### src/hw/psb_pkg.sv
package psb_pkg;
   // ==========================================================
   // widths
   localparam int ADDR_W    = 22;
   localparam int DATA_W    = 16;
   localparam int UPPER_W   = 6;
   localparam int LAT_W     = 3;
   localparam int ROW_BITS  = 7;
   localparam int CNT_W     = 16;
   localparam int LEN_W     = 6;
   localparam int FIFO_DEPTH = 32;
   localparam int FIFO_W    = ADDR_W + DATA_W;
   localparam int PIN_W     = 5 + UPPER_W + DATA_W;
   // ==========================================================
   // timing
   localparam int CLK_MHZ       = 50;
   localparam int T_PU_US       = 150;
   localparam int T_DPD_US      = 150;
   localparam int T_DPDX_US     = 10;
   localparam int T_CEM_US      = 4;
   localparam int T_REF_GAP_NS  = 15;
   localparam int PU_CYC        = T_PU_US * CLK_MHZ;
   localparam int DPD_CYC       = T_DPD_US * CLK_MHZ;
   localparam int DPDX_CYC      = T_DPDX_US * CLK_MHZ;
   localparam int CEM_CYC       = T_CEM_US * CLK_MHZ;
   localparam int REF_GAP_CYC   = (T_REF_GAP_NS * CLK_MHZ + 999) / 1000;
   // ==========================================================
   // burst length select codes
   localparam logic [2:0] BL_4  = 3'h1;
   localparam logic [2:0] BL_8  = 3'h2;
   localparam logic [2:0] BL_16 = 3'h3;
   localparam logic [2:0] BL_32 = 3'h4;
   // ==========================================================
   // types
   typedef enum logic [2:0] {
      ST_IDLE, ST_ASYNC, ST_LAT, ST_DATA, ST_ROWWAIT, ST_END
   } psb_state_t;
   typedef enum logic [1:0] {
      PW_INIT, PW_READY, PW_DPD, PW_EXIT
   } psb_pwr_t;
endpackage

### src/hw/psb_burst_seq.sv
`timescale 1ns/100ps
module psb_burst_seq
   import psb_pkg::*;
#(
   parameter int PU_CYCLES      = PU_CYC,
   parameter int DPD_MIN_CYCLES = DPD_CYC
) (
   // clock and reset
   input  wire logic               sys_clk,
   input  wire logic               reset_n,
   // memory bus pins
   input  wire logic               burst_clk,
   input  wire logic               select_n,
   input  wire logic               address_valid_n,
   input  wire logic               write_en_n,
   input  wire logic               output_en_n,
   input  wire logic [UPPER_W-1:0] upper_addr,
   input  wire logic [DATA_W-1:0]  adq_in,
   output logic [DATA_W-1:0]       adq_out,
   output logic                    adq_oe,
   output logic                    wait_out,
   output logic                    wait_oe,
   // burst configuration
   input  wire logic [LAT_W-1:0]   latency_count_code,
   input  wire logic               fixed_latency,
   input  wire logic               wait_active_high,
   input  wire logic               wait_one_early,
   input  wire logic               sync_mode,
   input  wire logic [2:0]         burst_len_sel,
   input  wire logic               burst_wrap,
   input  wire logic               deep_power_down,
   // array write stream
   output logic                    arr_wr_valid,
   input  wire logic               arr_wr_ready,
   output logic [ADDR_W-1:0]       arr_wr_addr,
   output logic [DATA_W-1:0]       arr_wr_data,
   // array read port
   output logic [ADDR_W-1:0]       arr_rd_addr,
   input  wire logic [DATA_W-1:0]  arr_rd_data,
   // status
   output logic                    init_done,
   output logic                    refresh_opportunity,
   output logic                    select_low_overrun,
   output logic                    dpd_too_short
);
   // ==========================================================
   // helpers
   function automatic logic [LEN_W-1:0] burst_words(input logic [2:0] s);
      case (s)
         BL_4:    return LEN_W'(4);
         BL_8:    return LEN_W'(8);
         BL_16:   return LEN_W'(16);
         BL_32:   return LEN_W'(32);
         default: return '0;
      endcase
   endfunction

   function automatic logic [ADDR_W-1:0] next_addr(input logic [ADDR_W-1:0] a,
      input logic [LEN_W-1:0] len, input logic wrap);
      logic [ADDR_W-1:0] m;
      m = ADDR_W'(len) - ADDR_W'(1);
      if (wrap && len != '0)
         return (a & ~m) | ((a + ADDR_W'(1)) & m);
      return a + ADDR_W'(1);
   endfunction

   // wrapped bursts stay inside their aligned block and never meet a row end
   function automatic logic row_end(input logic [ADDR_W-1:0] a,
      input logic [LEN_W-1:0] len, input logic wrap);
      return (a[ROW_BITS-1:0] == '1) && !(wrap && len != '0);
   endfunction

   // ==========================================================
   // pin sampling
   logic [PIN_W-1:0]   pins_s;
   logic               s_clk, s_sel_n, s_av_n, s_we_n, s_oe_n;
   logic [UPPER_W-1:0] s_upper;
   logic [DATA_W-1:0]  s_adq;
   logic               clk_prev_q, av_prev_q, we_prev_q;
   logic               clk_rise, av_fall, av_rise, we_rise;

   psb_pin_sync #(.W(PIN_W)) u_sync (
      .sys_clk  (sys_clk),
      .reset_n  (reset_n),
      .pin_i    ({burst_clk, select_n, address_valid_n, write_en_n, output_en_n,
                  upper_addr, adq_in}),
      .stable_q (pins_s)
   );

   assign {s_clk, s_sel_n, s_av_n, s_we_n, s_oe_n, s_upper, s_adq} = pins_s;
   assign clk_rise = s_clk && !clk_prev_q;
   assign av_fall  = !s_av_n && av_prev_q;
   assign av_rise  = s_av_n && !av_prev_q;
   assign we_rise  = s_we_n && !we_prev_q;

   always_ff @(posedge sys_clk)
   begin
      if (!reset_n)
      begin
         clk_prev_q <= 1'b1; // synchroniser resets high, so no false edge
         av_prev_q  <= 1'b1;
         we_prev_q  <= 1'b1;
      end
      else
      begin
         clk_prev_q <= s_clk;
         av_prev_q  <= s_av_n;
         we_prev_q  <= s_we_n;
      end
   end

   // ==========================================================
   // power-up and deep power-down
   psb_pwr_t         pwr_q;
   logic [CNT_W-1:0] pwr_cnt_q;

   always_ff @(posedge sys_clk)
   begin
      if (!reset_n)
      begin
         pwr_q         <= PW_INIT;
         pwr_cnt_q     <= '0;
         dpd_too_short <= 1'b0;
      end
      else
         case (pwr_q)
            PW_INIT:
               if (pwr_cnt_q >= CNT_W'(PU_CYCLES - 1))
               begin
                  pwr_q     <= PW_READY;
                  pwr_cnt_q <= '0;
               end
               else
                  pwr_cnt_q <= pwr_cnt_q + CNT_W'(1);
            PW_READY:
               if (deep_power_down)
               begin
                  pwr_q     <= PW_DPD;
                  pwr_cnt_q <= '0;
               end
            PW_DPD:
               if (!deep_power_down)
               begin
                  dpd_too_short <= (pwr_cnt_q < CNT_W'(DPD_MIN_CYCLES));
                  pwr_q         <= PW_EXIT;
                  pwr_cnt_q     <= '0;
               end
               else if (pwr_cnt_q != '1)
                  pwr_cnt_q <= pwr_cnt_q + CNT_W'(1);
            PW_EXIT:
               if (pwr_cnt_q >= CNT_W'(DPDX_CYC - 1))
               begin
                  pwr_q     <= PW_READY;
                  pwr_cnt_q <= '0;
               end
               else
                  pwr_cnt_q <= pwr_cnt_q + CNT_W'(1);
            default:
               pwr_q <= PW_INIT;
         endcase
   end

   assign init_done = (pwr_q == PW_READY);

   // ==========================================================
   // access sequencer
   psb_state_t        st_q;
   logic [ADDR_W-1:0] addr_q;
   logic [3:0]        cnt_q;
   logic [LEN_W-1:0]  words_q;
   logic              is_wr_q, fresh_q, load_q, burst_fixed_q;
   logic [LEN_W-1:0]  len;
   logic              fifo_ready, push, stall, start_ok, can_start;
   logic              at_len_rd, at_len_wr;

   assign len        = burst_words(burst_len_sel);
   assign at_len_rd  = (len != '0) && (words_q == len);
   assign at_len_wr  = (len != '0) && (words_q + LEN_W'(1) == len);
   assign stall      = is_wr_q && (st_q == ST_DATA) && !fifo_ready;
   assign push       = is_wr_q && (st_q == ST_DATA) && clk_rise && fifo_ready && !s_sel_n;
   // a fresh select may start anything; otherwise only a fixed-latency read
   assign start_ok   = fresh_q || (fixed_latency && s_we_n);
   assign can_start  = init_done && sync_mode && clk_rise && !s_av_n && start_ok;

   always_ff @(posedge sys_clk)
   begin
      if (!reset_n || !init_done || s_sel_n)
      begin
         st_q    <= ST_IDLE;
         fresh_q <= 1'b1;
         load_q  <= 1'b0;
         cnt_q   <= '0;
         words_q <= '0;
         is_wr_q <= 1'b0;
         burst_fixed_q <= 1'b0;
      end
      else
      begin
         load_q <= 1'b0;
         if (can_start && (st_q == ST_IDLE || st_q == ST_ASYNC))
         begin
            is_wr_q       <= !s_we_n;
            burst_fixed_q <= fixed_latency;
            fresh_q       <= 1'b0;
            words_q       <= '0;
            if (!s_we_n)
            begin
               cnt_q <= 4'(latency_count_code);
               st_q  <= (latency_count_code == '0) ? ST_DATA : ST_LAT;
            end
            else
            begin
               cnt_q <= 4'(latency_count_code) + 4'h1;
               st_q  <= ST_LAT;
            end
         end
         else
            case (st_q)
               ST_IDLE:
                  if (av_fall)
                     st_q <= ST_ASYNC;
               ST_ASYNC:
               begin
                  if (av_rise || we_rise)
                     fresh_q <= 1'b0;
                  if (av_rise)
                     load_q <= 1'b1;
               end
               ST_LAT:
                  if (clk_rise)
                  begin
                     cnt_q <= cnt_q - 4'h1;
                     if (cnt_q == 4'h1)
                     begin
                        st_q <= ST_DATA;
                        if (!is_wr_q)
                        begin
                           load_q  <= 1'b1;
                           words_q <= LEN_W'(1);
                        end
                     end
                  end
               ST_DATA:
                  if (clk_rise && !stall)
                  begin
                     if (!is_wr_q && at_len_rd)
                        st_q <= ST_END;
                     else if (is_wr_q && at_len_wr)
                     begin
                        st_q    <= ST_END;
                        words_q <= words_q + LEN_W'(1);
                     end
                     else if (row_end(addr_q, len, burst_wrap)
                              && latency_count_code != '0)
                     begin
                        st_q  <= ST_ROWWAIT;
                        cnt_q <= 4'(latency_count_code);
                        if (is_wr_q)
                           words_q <= words_q + LEN_W'(1);
                     end
                     else
                     begin
                        words_q <= words_q + LEN_W'(1);
                        load_q  <= !is_wr_q;
                     end
                  end
               ST_ROWWAIT:
                  if (clk_rise)
                  begin
                     cnt_q <= cnt_q - 4'h1;
                     if (cnt_q == 4'h1)
                     begin
                        st_q <= ST_DATA;
                        if (!is_wr_q)
                        begin
                           load_q  <= 1'b1;
                           words_q <= words_q + LEN_W'(1);
                        end
                     end
                  end
               ST_END:
                  ;
               default:
                  st_q <= ST_IDLE;
            endcase
         // a fixed-latency read hands over to async at address-valid fall
         if (av_fall && !is_wr_q && burst_fixed_q
             && (st_q == ST_DATA || st_q == ST_END || st_q == ST_ROWWAIT))
            st_q <= ST_ASYNC;
      end
   end

   // address tracking
   always_ff @(posedge sys_clk)
   begin
      if (!reset_n)
         addr_q <= '0;
      else if (can_start && (st_q == ST_IDLE || st_q == ST_ASYNC))
         addr_q <= {s_upper, s_adq};
      else if (st_q == ST_ASYNC && av_rise)
         addr_q <= {s_upper, s_adq};
      else if (st_q == ST_DATA && clk_rise && !stall && !s_sel_n)
      begin
         if (is_wr_q || !at_len_rd)
            addr_q <= next_addr(addr_q, len, burst_wrap);
      end
   end

   assign arr_rd_addr = addr_q;

   // ==========================================================
   // write buffer toward the array
   logic fifo_push;
   assign fifo_push = push || (st_q == ST_ASYNC && we_rise && !s_sel_n);

   psb_fifo #(.WIDTH(FIFO_W), .DEPTH(FIFO_DEPTH)) u_fifo (
      .sys_clk   (sys_clk),
      .reset_n   (reset_n),
      .in_valid  (fifo_push),
      .in_ready  (fifo_ready),
      .in_data   ({addr_q, s_adq}),
      .out_valid (arr_wr_valid),
      .out_ready (arr_wr_ready),
      .out_data  ({arr_wr_addr, arr_wr_data})
   );

   // ==========================================================
   // data and wait drivers
   logic rd_phase, wait_now, wait_early, wait_act;

   assign rd_phase = !is_wr_q && (st_q == ST_DATA || st_q == ST_ROWWAIT);
   // in a sync burst write, a full buffer holds the controller off with WAIT
   assign wait_now = (st_q == ST_LAT) || (st_q == ST_ROWWAIT) || stall;
   assign wait_early = ((st_q == ST_LAT || st_q == ST_ROWWAIT) && cnt_q > 4'h1) || stall
                       || (st_q == ST_DATA && latency_count_code != '0
                           && row_end(addr_q, len, burst_wrap)
                           && !(is_wr_q ? at_len_wr : at_len_rd));
   assign wait_act = wait_one_early ? wait_early : wait_now;

   always_ff @(posedge sys_clk)
   begin
      if (!reset_n)
      begin
         adq_out  <= '0;
         adq_oe   <= 1'b0;
         wait_out <= 1'b0;
         wait_oe  <= 1'b0;
      end
      else
      begin
         if (load_q)
            adq_out <= arr_rd_data;
         else if (st_q == ST_END && !is_wr_q)
            adq_out <= '0;
         adq_oe   <= !s_sel_n && !s_oe_n
                     && (rd_phase || (st_q == ST_END && !is_wr_q)
                         || (st_q == ST_ASYNC && s_we_n));
         wait_out <= (!s_sel_n && wait_act) == wait_active_high;
         wait_oe  <= !s_sel_n && init_done;
      end
   end

   // ==========================================================
   // refresh opportunities and select-low watchdog
   logic [CNT_W-1:0] hi_cnt_q, lo_cnt_q;
   logic             given_q, opp;

   // clocked select high, or high for longer than the gap
   assign opp = s_sel_n && !given_q
                && (clk_rise || hi_cnt_q >= CNT_W'(REF_GAP_CYC));

   always_ff @(posedge sys_clk)
   begin
      if (!reset_n)
      begin
         hi_cnt_q            <= '0;
         given_q             <= 1'b0;
         refresh_opportunity <= 1'b0;
      end
      else
      begin
         refresh_opportunity <= opp;
         if (!s_sel_n)
         begin
            hi_cnt_q <= '0;
            given_q  <= 1'b0;
         end
         else
         begin
            if (hi_cnt_q != '1)
               hi_cnt_q <= hi_cnt_q + CNT_W'(1);
            if (opp)
               given_q <= 1'b1;
         end
      end
   end

   always_ff @(posedge sys_clk)
   begin
      if (!reset_n)
      begin
         lo_cnt_q           <= '0;
         select_low_overrun <= 1'b0;
      end
      else if (opp)
      begin
         lo_cnt_q           <= '0;
         select_low_overrun <= 1'b0;
      end
      else if (!s_sel_n)
      begin
         if (lo_cnt_q != '1)
            lo_cnt_q <= lo_cnt_q + CNT_W'(1);
         if (lo_cnt_q >= CNT_W'(CEM_CYC))
            select_low_overrun <= 1'b1;
      end
   end
endmodule

### src/hw/psb_pin_sync.sv
`timescale 1ns/100ps
module psb_pin_sync #(
   parameter int W = 1
) (
   // clock and reset
   input  wire logic         sys_clk,
   input  wire logic         reset_n,
   // pins
   input  wire logic [W-1:0] pin_i,
   output logic [W-1:0]      stable_q
);
   logic [W-1:0] ff1_q;
   logic [W-1:0] ff2_q;
   logic [W-1:0] ff3_q;

   always_ff @(posedge sys_clk)
   begin
      if (!reset_n)
      begin
         ff1_q <= '1;
         ff2_q <= '1;
         ff3_q <= '1;
      end
      else
      begin
         ff1_q <= pin_i;
         ff2_q <= ff1_q;
         ff3_q <= ff2_q;
      end
   end

   // a bit moves only once stages two and three agree
   always_ff @(posedge sys_clk)
   begin
      if (!reset_n)
         stable_q <= '1;
      else
         for (int i = 0; i < W; i++)
            if (ff2_q[i] == ff3_q[i])
               stable_q[i] <= ff3_q[i];
   end
endmodule

### src/hw/psb_fifo.sv
`timescale 1ns/100ps
module psb_fifo #(
   parameter int WIDTH = 8,
   parameter int DEPTH = 32
) (
   // clock and reset
   input  wire logic             sys_clk,
   input  wire logic             reset_n,
   // fill side
   input  wire logic             in_valid,
   output logic                  in_ready,
   input  wire logic [WIDTH-1:0] in_data,
   // drain side
   output logic                  out_valid,
   input  wire logic             out_ready,
   output logic [WIDTH-1:0]      out_data
);
   localparam int AW = $clog2(DEPTH);
   logic [WIDTH-1:0] mem [DEPTH];
   logic [AW-1:0]    wr_q;
   logic [AW-1:0]    rd_q;
   logic [AW:0]      count_q;
   logic             push;
   logic             pop;

   assign in_ready  = (count_q != (AW+1)'(DEPTH));
   assign out_valid = (count_q != '0);
   assign push      = in_valid && in_ready;
   assign pop       = out_valid && out_ready;
   assign out_data  = mem[rd_q];

   always_ff @(posedge sys_clk)
   begin
      if (push)
         mem[wr_q] <= in_data;
   end

   always_ff @(posedge sys_clk)
   begin
      if (!reset_n)
      begin
         wr_q    <= '0;
         rd_q    <= '0;
         count_q <= '0;
      end
      else
      begin
         if (push)
            wr_q <= (wr_q == AW'(DEPTH - 1)) ? '0 : wr_q + AW'(1);
         if (pop)
            rd_q <= (rd_q == AW'(DEPTH - 1)) ? '0 : rd_q + AW'(1);
         if (push && !pop)
            count_q <= count_q + (AW+1)'(1);
         else if (pop && !push)
            count_q <= count_q - (AW+1)'(1);
      end
   end
endmodule

### config.mk
export PLATFORM = sky130hd
export DESIGN_NAME = psb_burst_seq
export DESIGN_NICKNAME = d
export VERILOG_FILES = /design/src/hw/psb_pkg.sv /design/src/hw/psb_burst_seq.sv /design/src/hw/psb_pin_sync.sv /design/src/hw/psb_fifo.sv
export SDC_FILE = /design/constraint.sdc
export NUM_CORES = 1
export LEC_CHECK = 0
export BUFFER_PORTS_ARGS = -buffer_cell sky130_fd_sc_hd__buf_2
export CELL_PAD_IN_SITES_DETAIL_PLACEMENT = 0
export CELL_PAD_IN_SITES_GLOBAL_PLACEMENT = 1
export CORE_MARGIN = 2
export CORE_UTILIZATION = 30
export DETAILED_ROUTE_END_ITERATION = 10
export GPL_TIMING_DRIVEN = 0
export HOLD_SLACK_MARGIN = 0.1
export PLACE_DENSITY = 0.51
export SYNTH_ARGS = -nofsm -noshare
export SYNTH_HDL_FRONTEND = slang
export SYNTH_SLANG_ARGS = --single-unit
### constraint.sdc
create_clock -name sys_clk -period 9.7 [get_ports sys_clk]
set_input_delay 2.91 -clock sys_clk [delete_from_list [all_inputs] [get_ports sys_clk]]
set_output_delay 2.91 -clock sys_clk [all_outputs]
set_load 0.05 [all_outputs]
* After elaboration in Yosys (flattened, before gate mapping)
Memory sizes are Yosys's and may differ from the RTL's. A register that Yosys moved wholly into a read port is not among the register bits.
Index checks and enable logic that the tools add are counted.
** Word-level totals
- Flip-flop bits (word level) :: 239
- Bits in writable memories :: 1216
- Logic and storage cells :: 357
- Memories kept :: 1
** Operators by class
- Add/sub/neg operators :: 12
- Magnitude comparators :: 6
- Equal/unequal tests :: 79
- Mux-type cells :: 80
- Bitwise operators :: 7
- Reductions and logical operators :: 115
** Memory list
- u_fifo.mem :: depth 32, bits a word 38, rd ports 1, clocked after Yosys merged registers in 1, write ports 1, line psb_fifo.sv:19 : logic [WIDTH-1:0] mem [DEPTH];
** Operators with widths (count)
- $mux W22 :: 6
- $mux W16 :: 7
- $mux W6 :: 13
- $pmux W16 S4 :: 1
- $logic_and A1 B1 Y1 :: 49
- $add A16 B1 Y16 const B :: 3
- $ne A16 B16 Y1 const B :: 3
- $and A22 B22 Y22 :: 2
- $eq A1 B1 Y1 :: 28
- $mux W4 :: 7
- $mux W1 :: 24
- $mux W3 :: 8
- $ne A2 B2 Y1 const B :: 12
- $pmux W6 S4 :: 1
- $add A22 B1 Y22 const B :: 1
- $not A22 Y22 :: 1
- $or A22 B22 Y22 :: 1
- $mux W5 :: 4
- $logic_not A1 Y1 :: 18
- $pmux W6 S3 :: 1
- $reduce_and A6 Y1 :: 3
- $logic_or A1 B1 Y1 :: 17
- $ge A16 B1 Y1 const B :: 1
- $ge A16 B13 Y1 const B :: 1
- 45 further kinds :: 87

* Logic depth before layout (Yosys ltp)
- Depth in word-level cells :: 16
- Gate-level depth with buffers :: 16

* Cells and area by module
From an unflattened synthesis, not the netlist that was laid out.
** Unflattened totals
- Cell total of the unflattened synthesis :: 3435
- Area total of the unflattened synthesis :: 57009.7 µm²
** By module, submodules not included
- psb_fifo :: instances 1, cells an instance 2396, area each 47697.0 µm²
- psb_burst_seq :: instances 1, cells an instance 758, area each 6218.5 µm²
- psb_pin_sync :: instances 1, cells an instance 281, area each 3094.2 µm²

* Worst setup path after synthesis
OpenSTA, ideal clock, no wires.
- Path type :: register -> output
- Start :: register with a tool-made name
- End :: output arr_wr_addr[21]
- Data arrival time :: 2408 ps
- Data required time :: 6790 ps
- Setup slack :: 4382 ps
- Cell stages (with the launch flop) :: 6
- Cell sequence :: dfxtp_1 > clkbuf_1 > buf_1 > mux4_2 > mux4_2 > mux2_2
** RTL lines
- end, declared :: line psb_burst_seq.sv:35 : output logic [ADDR_W-1:0] arr_wr_addr,

==> out/results.ini <==
[final_layout]
area.growth.synth_to_final_pct = 18.2
seq_area_um2 = 41400
drive_gt1_share_pct = 27.7
multi_input_area_um2 = 14700
n_fill_cell = 17600
utilization_pct = 35.7
num-nets-final = 3403

[floorplanning]
die_area_um2 = 192000
fp.dieW_um = 438
placementRows = 159
num_io_pins = 142
core_um2 = 188000
initial_utilization_pct = 30.2
die_y_um = 438

[clock_network]
cts_tree = done
numClockSinks = 1460
post-cts-setup-buffer-count = 0
path_clk_slew_ns = 0.05
hold_buffers = 0
clk_latency_ns = 0.79
clk_root_buffer_cell = clkbuf_16
clock_path_buffers = 3
ctsHtreeMaxLevel = 4
cts-buffers-inserted = 163
cts.repair.resized = 0

[grt]
grt_pass1_vias = 30100
grt_pass1_wl_mm = 222
grt_max_degree = 39
antenna_found_initial = 11
grt_usage_pct = 16.1
gr-total-overflow = 0

[synthesis]
synth_area_leaders = edfxtp_1, mux4_2, dfxtp_1
synth-simple-area-share_pct = 4.98
synth-seq-area-share_pct = 73.1
syn_avg_cell_area_um2 = 19.2
netlist_area_um2 = 56600
synth_edf_count = 1216
ys.flop_type = edfxtp_1
ys_ff_latch = 1460
synth_top_area_cell = edfxtp_1
yosysWarnings = 0
synth_cell_types = 81
synth_nets = 3043
synth_top_cell_area_share_pct = 64.5
synth_compound_area_share_pct = 2.52
async_flop_share_pct = 0
synth_xor_area_share_pct = 1.15
syn_inst = 2951
synth.area.mux_share_pct = 16.1
synth_top_family_by_area = multiplexers
synthAdderAreaFrac_pct = 0.765

[sta]
worstMarginPinSlew_ns = 1.40
slew_headroom_pct = 6.99
fin_tns_setup_ns = 0
fin_crit_sh_pct = 81.6
period_needed_ns = 7.91
fmaxAchievable_mhz = 126
rsz0062_at_grt = false
finClkSkew_ns = 0.0328
hold_viol = 0
slew_viol_final = 0
setup_viol = 0

[place]
hpwlAfterDp_mm = 102
io_buffers = 140
routabilityCongestion = 0.719

[critical_path]
cp-end-kind = output port
crit_fanout = 10
cp.required_ns = 6.79
critPathArrivalTime_ns = 5.00
cp-start-kind = register
crit_type = reg -> out

[min_path]
holdCritPathClass = reg -> reg

[power_and_ir_drop]
clkPwrFrac_pct = 46.2
p_int_w = 0.0101
peakVddDrop_mv = 0.140
p_per_area_nw_per_um2 = 189
cellLeakagePower_nw = 19.9
netSwitchingPower_w = 0.00260
swShare_pct = 20.6
p_seq_share_pct = 53.1
pwr-share-comb_pct = 0.7

[status]
outcome = finished, final reports clean

[drt]
viasPerCell = 4.88
wl_mm = 155
wl_per_cell_um = 26.1
first_pass_iters = 5
dr_total_vias = 29000
postRouteAntennaNets = 0
drtIter0Drc = 2356
route.detailed.drc = 0

[run]
drv_cap = 0

## cell usage after synthesis, types with 5 or more instances
cell type and count:
edfxtp_1 1216, mux4_2 380, dfxtp_1 244, nor2_1 186, nand2b_1 96, clkbuf_1 93
a21oi_1 90, nand2_1 75, o21ai_0 68, xnor2_1 50, nand3_1 40, inv_1 39
mux2_2 38, buf_2 34, ha_1 33, xor2_1 22, nor3_1 21, nand4_1 20
a22oi_1 16, and3_1 15, nor4_1 15, buf_1 11, mux2i_1 9, and4_1 8
a31oi_1 7, nand3b_1 7, nor4b_1 7, or3_1 7, o211ai_1 6, o22ai_1 6
buf_6 5
## registers in the layout, summed over array words and instances (netlist names), 2 cells and up, named ones only
signal	count
pwr_q	2
u_sync.stable_q	27
pwr_cnt_q	16
adq_out	16
u_fifo.mem	1216
u_sync.ff1_q	27
hi_cnt_q	16
words_q	6
st_q	3
lo_cnt_q	16
u_fifo.count_q	6
u_sync.ff3_q	27
arr_rd_addr	2
u_sync.ff2_q	27
cnt_q	4
u_fifo.wr_q	5
u_fifo.rd_q	5
## cell families (layout without fill, tap and decap cells)
kind of cell / after synthesis / after routing
adders and majority gates: 34 / 34
AOI/OAI and AO/OA: 236 / 236
xor gates and xnor gates: 73 / 73
and+or+nand+nor: 537 / 537
other: 0 / 1
buffers and inverters: 183 / 670
muxes: 428 / 428
DFF: 1460 / 1460
## layout make-up
class / count / share of cell area, %
Antenna cell: 1 / 0.00374
Buffer: 144 / 0.932
Clock buffer: 218 / 6.55
Clock inverter: 74 / 0.984
Inverter: 39 / 0.219
Multi-Input combinational cell: 1308 / 21.9
Sequential cell: 1460 / 62.0
Tap cell: 2495 / 4.67
Timing Repair Buffer: 195 / 2.75
## routing by layer
layer / vias up / GRT usage (%) / wire length, µm
met2: 729 / 26.3 / 74600
li1: 12600 / - / -
met1: 15400 / 22.3 / 69400
met4: 4 / 4.28 / 3550
met5: - / 0 / 23
met3: 220 / 2.85 / 7320
## worst paths after layout
| path | start | end | slack, ns | cells after the start |
|---|---|---|---|---|
| max | register | arr_wr_addr[12] | 1.79 | 7 |
| min | u_sync.ff1_q[24] | u_sync.ff2_q[24] | 0.40 | 1 |
| max reg2reg | st_q[0] | u_fifo.mem[1][0] | 5.90 | 8 |
| min reg2reg | u_sync.ff1_q[24] | u_sync.ff2_q[24] | 0.40 | 1 |
## layout by cell type (no fill, tap or decap), types with 32 or more instances in the layout
cell       instances
o21ai_0           68
buf_12            50
xnor2_1           50
ha_1              33
mux2_2            38
edfxtp_1        1216
a21oi_1           90
clkbuf_1         138
nor2_1           154
nand2b_1          96
buf_2            174
clkbuf_16        164
nand3_1           40
nor2_4            32
dfxtp_1          217
nand2_1           75
inv_1             39
mux4_2           380
## metrics by stage
| step | instances | total power (W) | hold slack (ns) | setup slack, ns | instance area (µm²) |
|---|---|---|---|---|---|
| finish | 5934 | 0.0127 | 0.404 | 1.79 | 66900 |
| CTS | 5933 | 0.0128 | 0.405 | 1.67 | 66900 |
| detailed placement | 5641 | 0.00695 | 0.392 | 2.53 | 61800 |
| global route | 5934 | 0.0131 | 0.422 | 1.62 | 66900 |
| floorplan | 2951 | 0.00691 | 0.386 | 4.38 | 56600 |
| global placement | 5586 | 0.00695 | 0.394 | 2.53 | 60400 |
## power by group through the flow
| stage | Combinational (W) | Clock, W | Sequential (W) |
|---|---|---|---|
| floorplan | 0.0000516 | 0 | 0.00686 |
| global placement | 0.0000948 | 0 | 0.00686 |
| detailed placement | 0.0000945 | 0 | 0.00686 |
| CTS | 0.0000951 | 0.00601 | 0.00673 |
| global route | 0.000103 | 0.00626 | 0.00672 |
| finish | 0.0000917 | 0.00585 | 0.00673 |
## critical path, stage by stage (launching register included)
cell,delay (ns)
dfxtp_1,0.31
clkbuf_1,0.52
clkbuf_1,0.96
clkbuf_1,1.00
mux4_2,0.43
mux4_2,0.47
mux2_2,0.30
buf_2,0.22
Power figures use the tool's default switching activity.
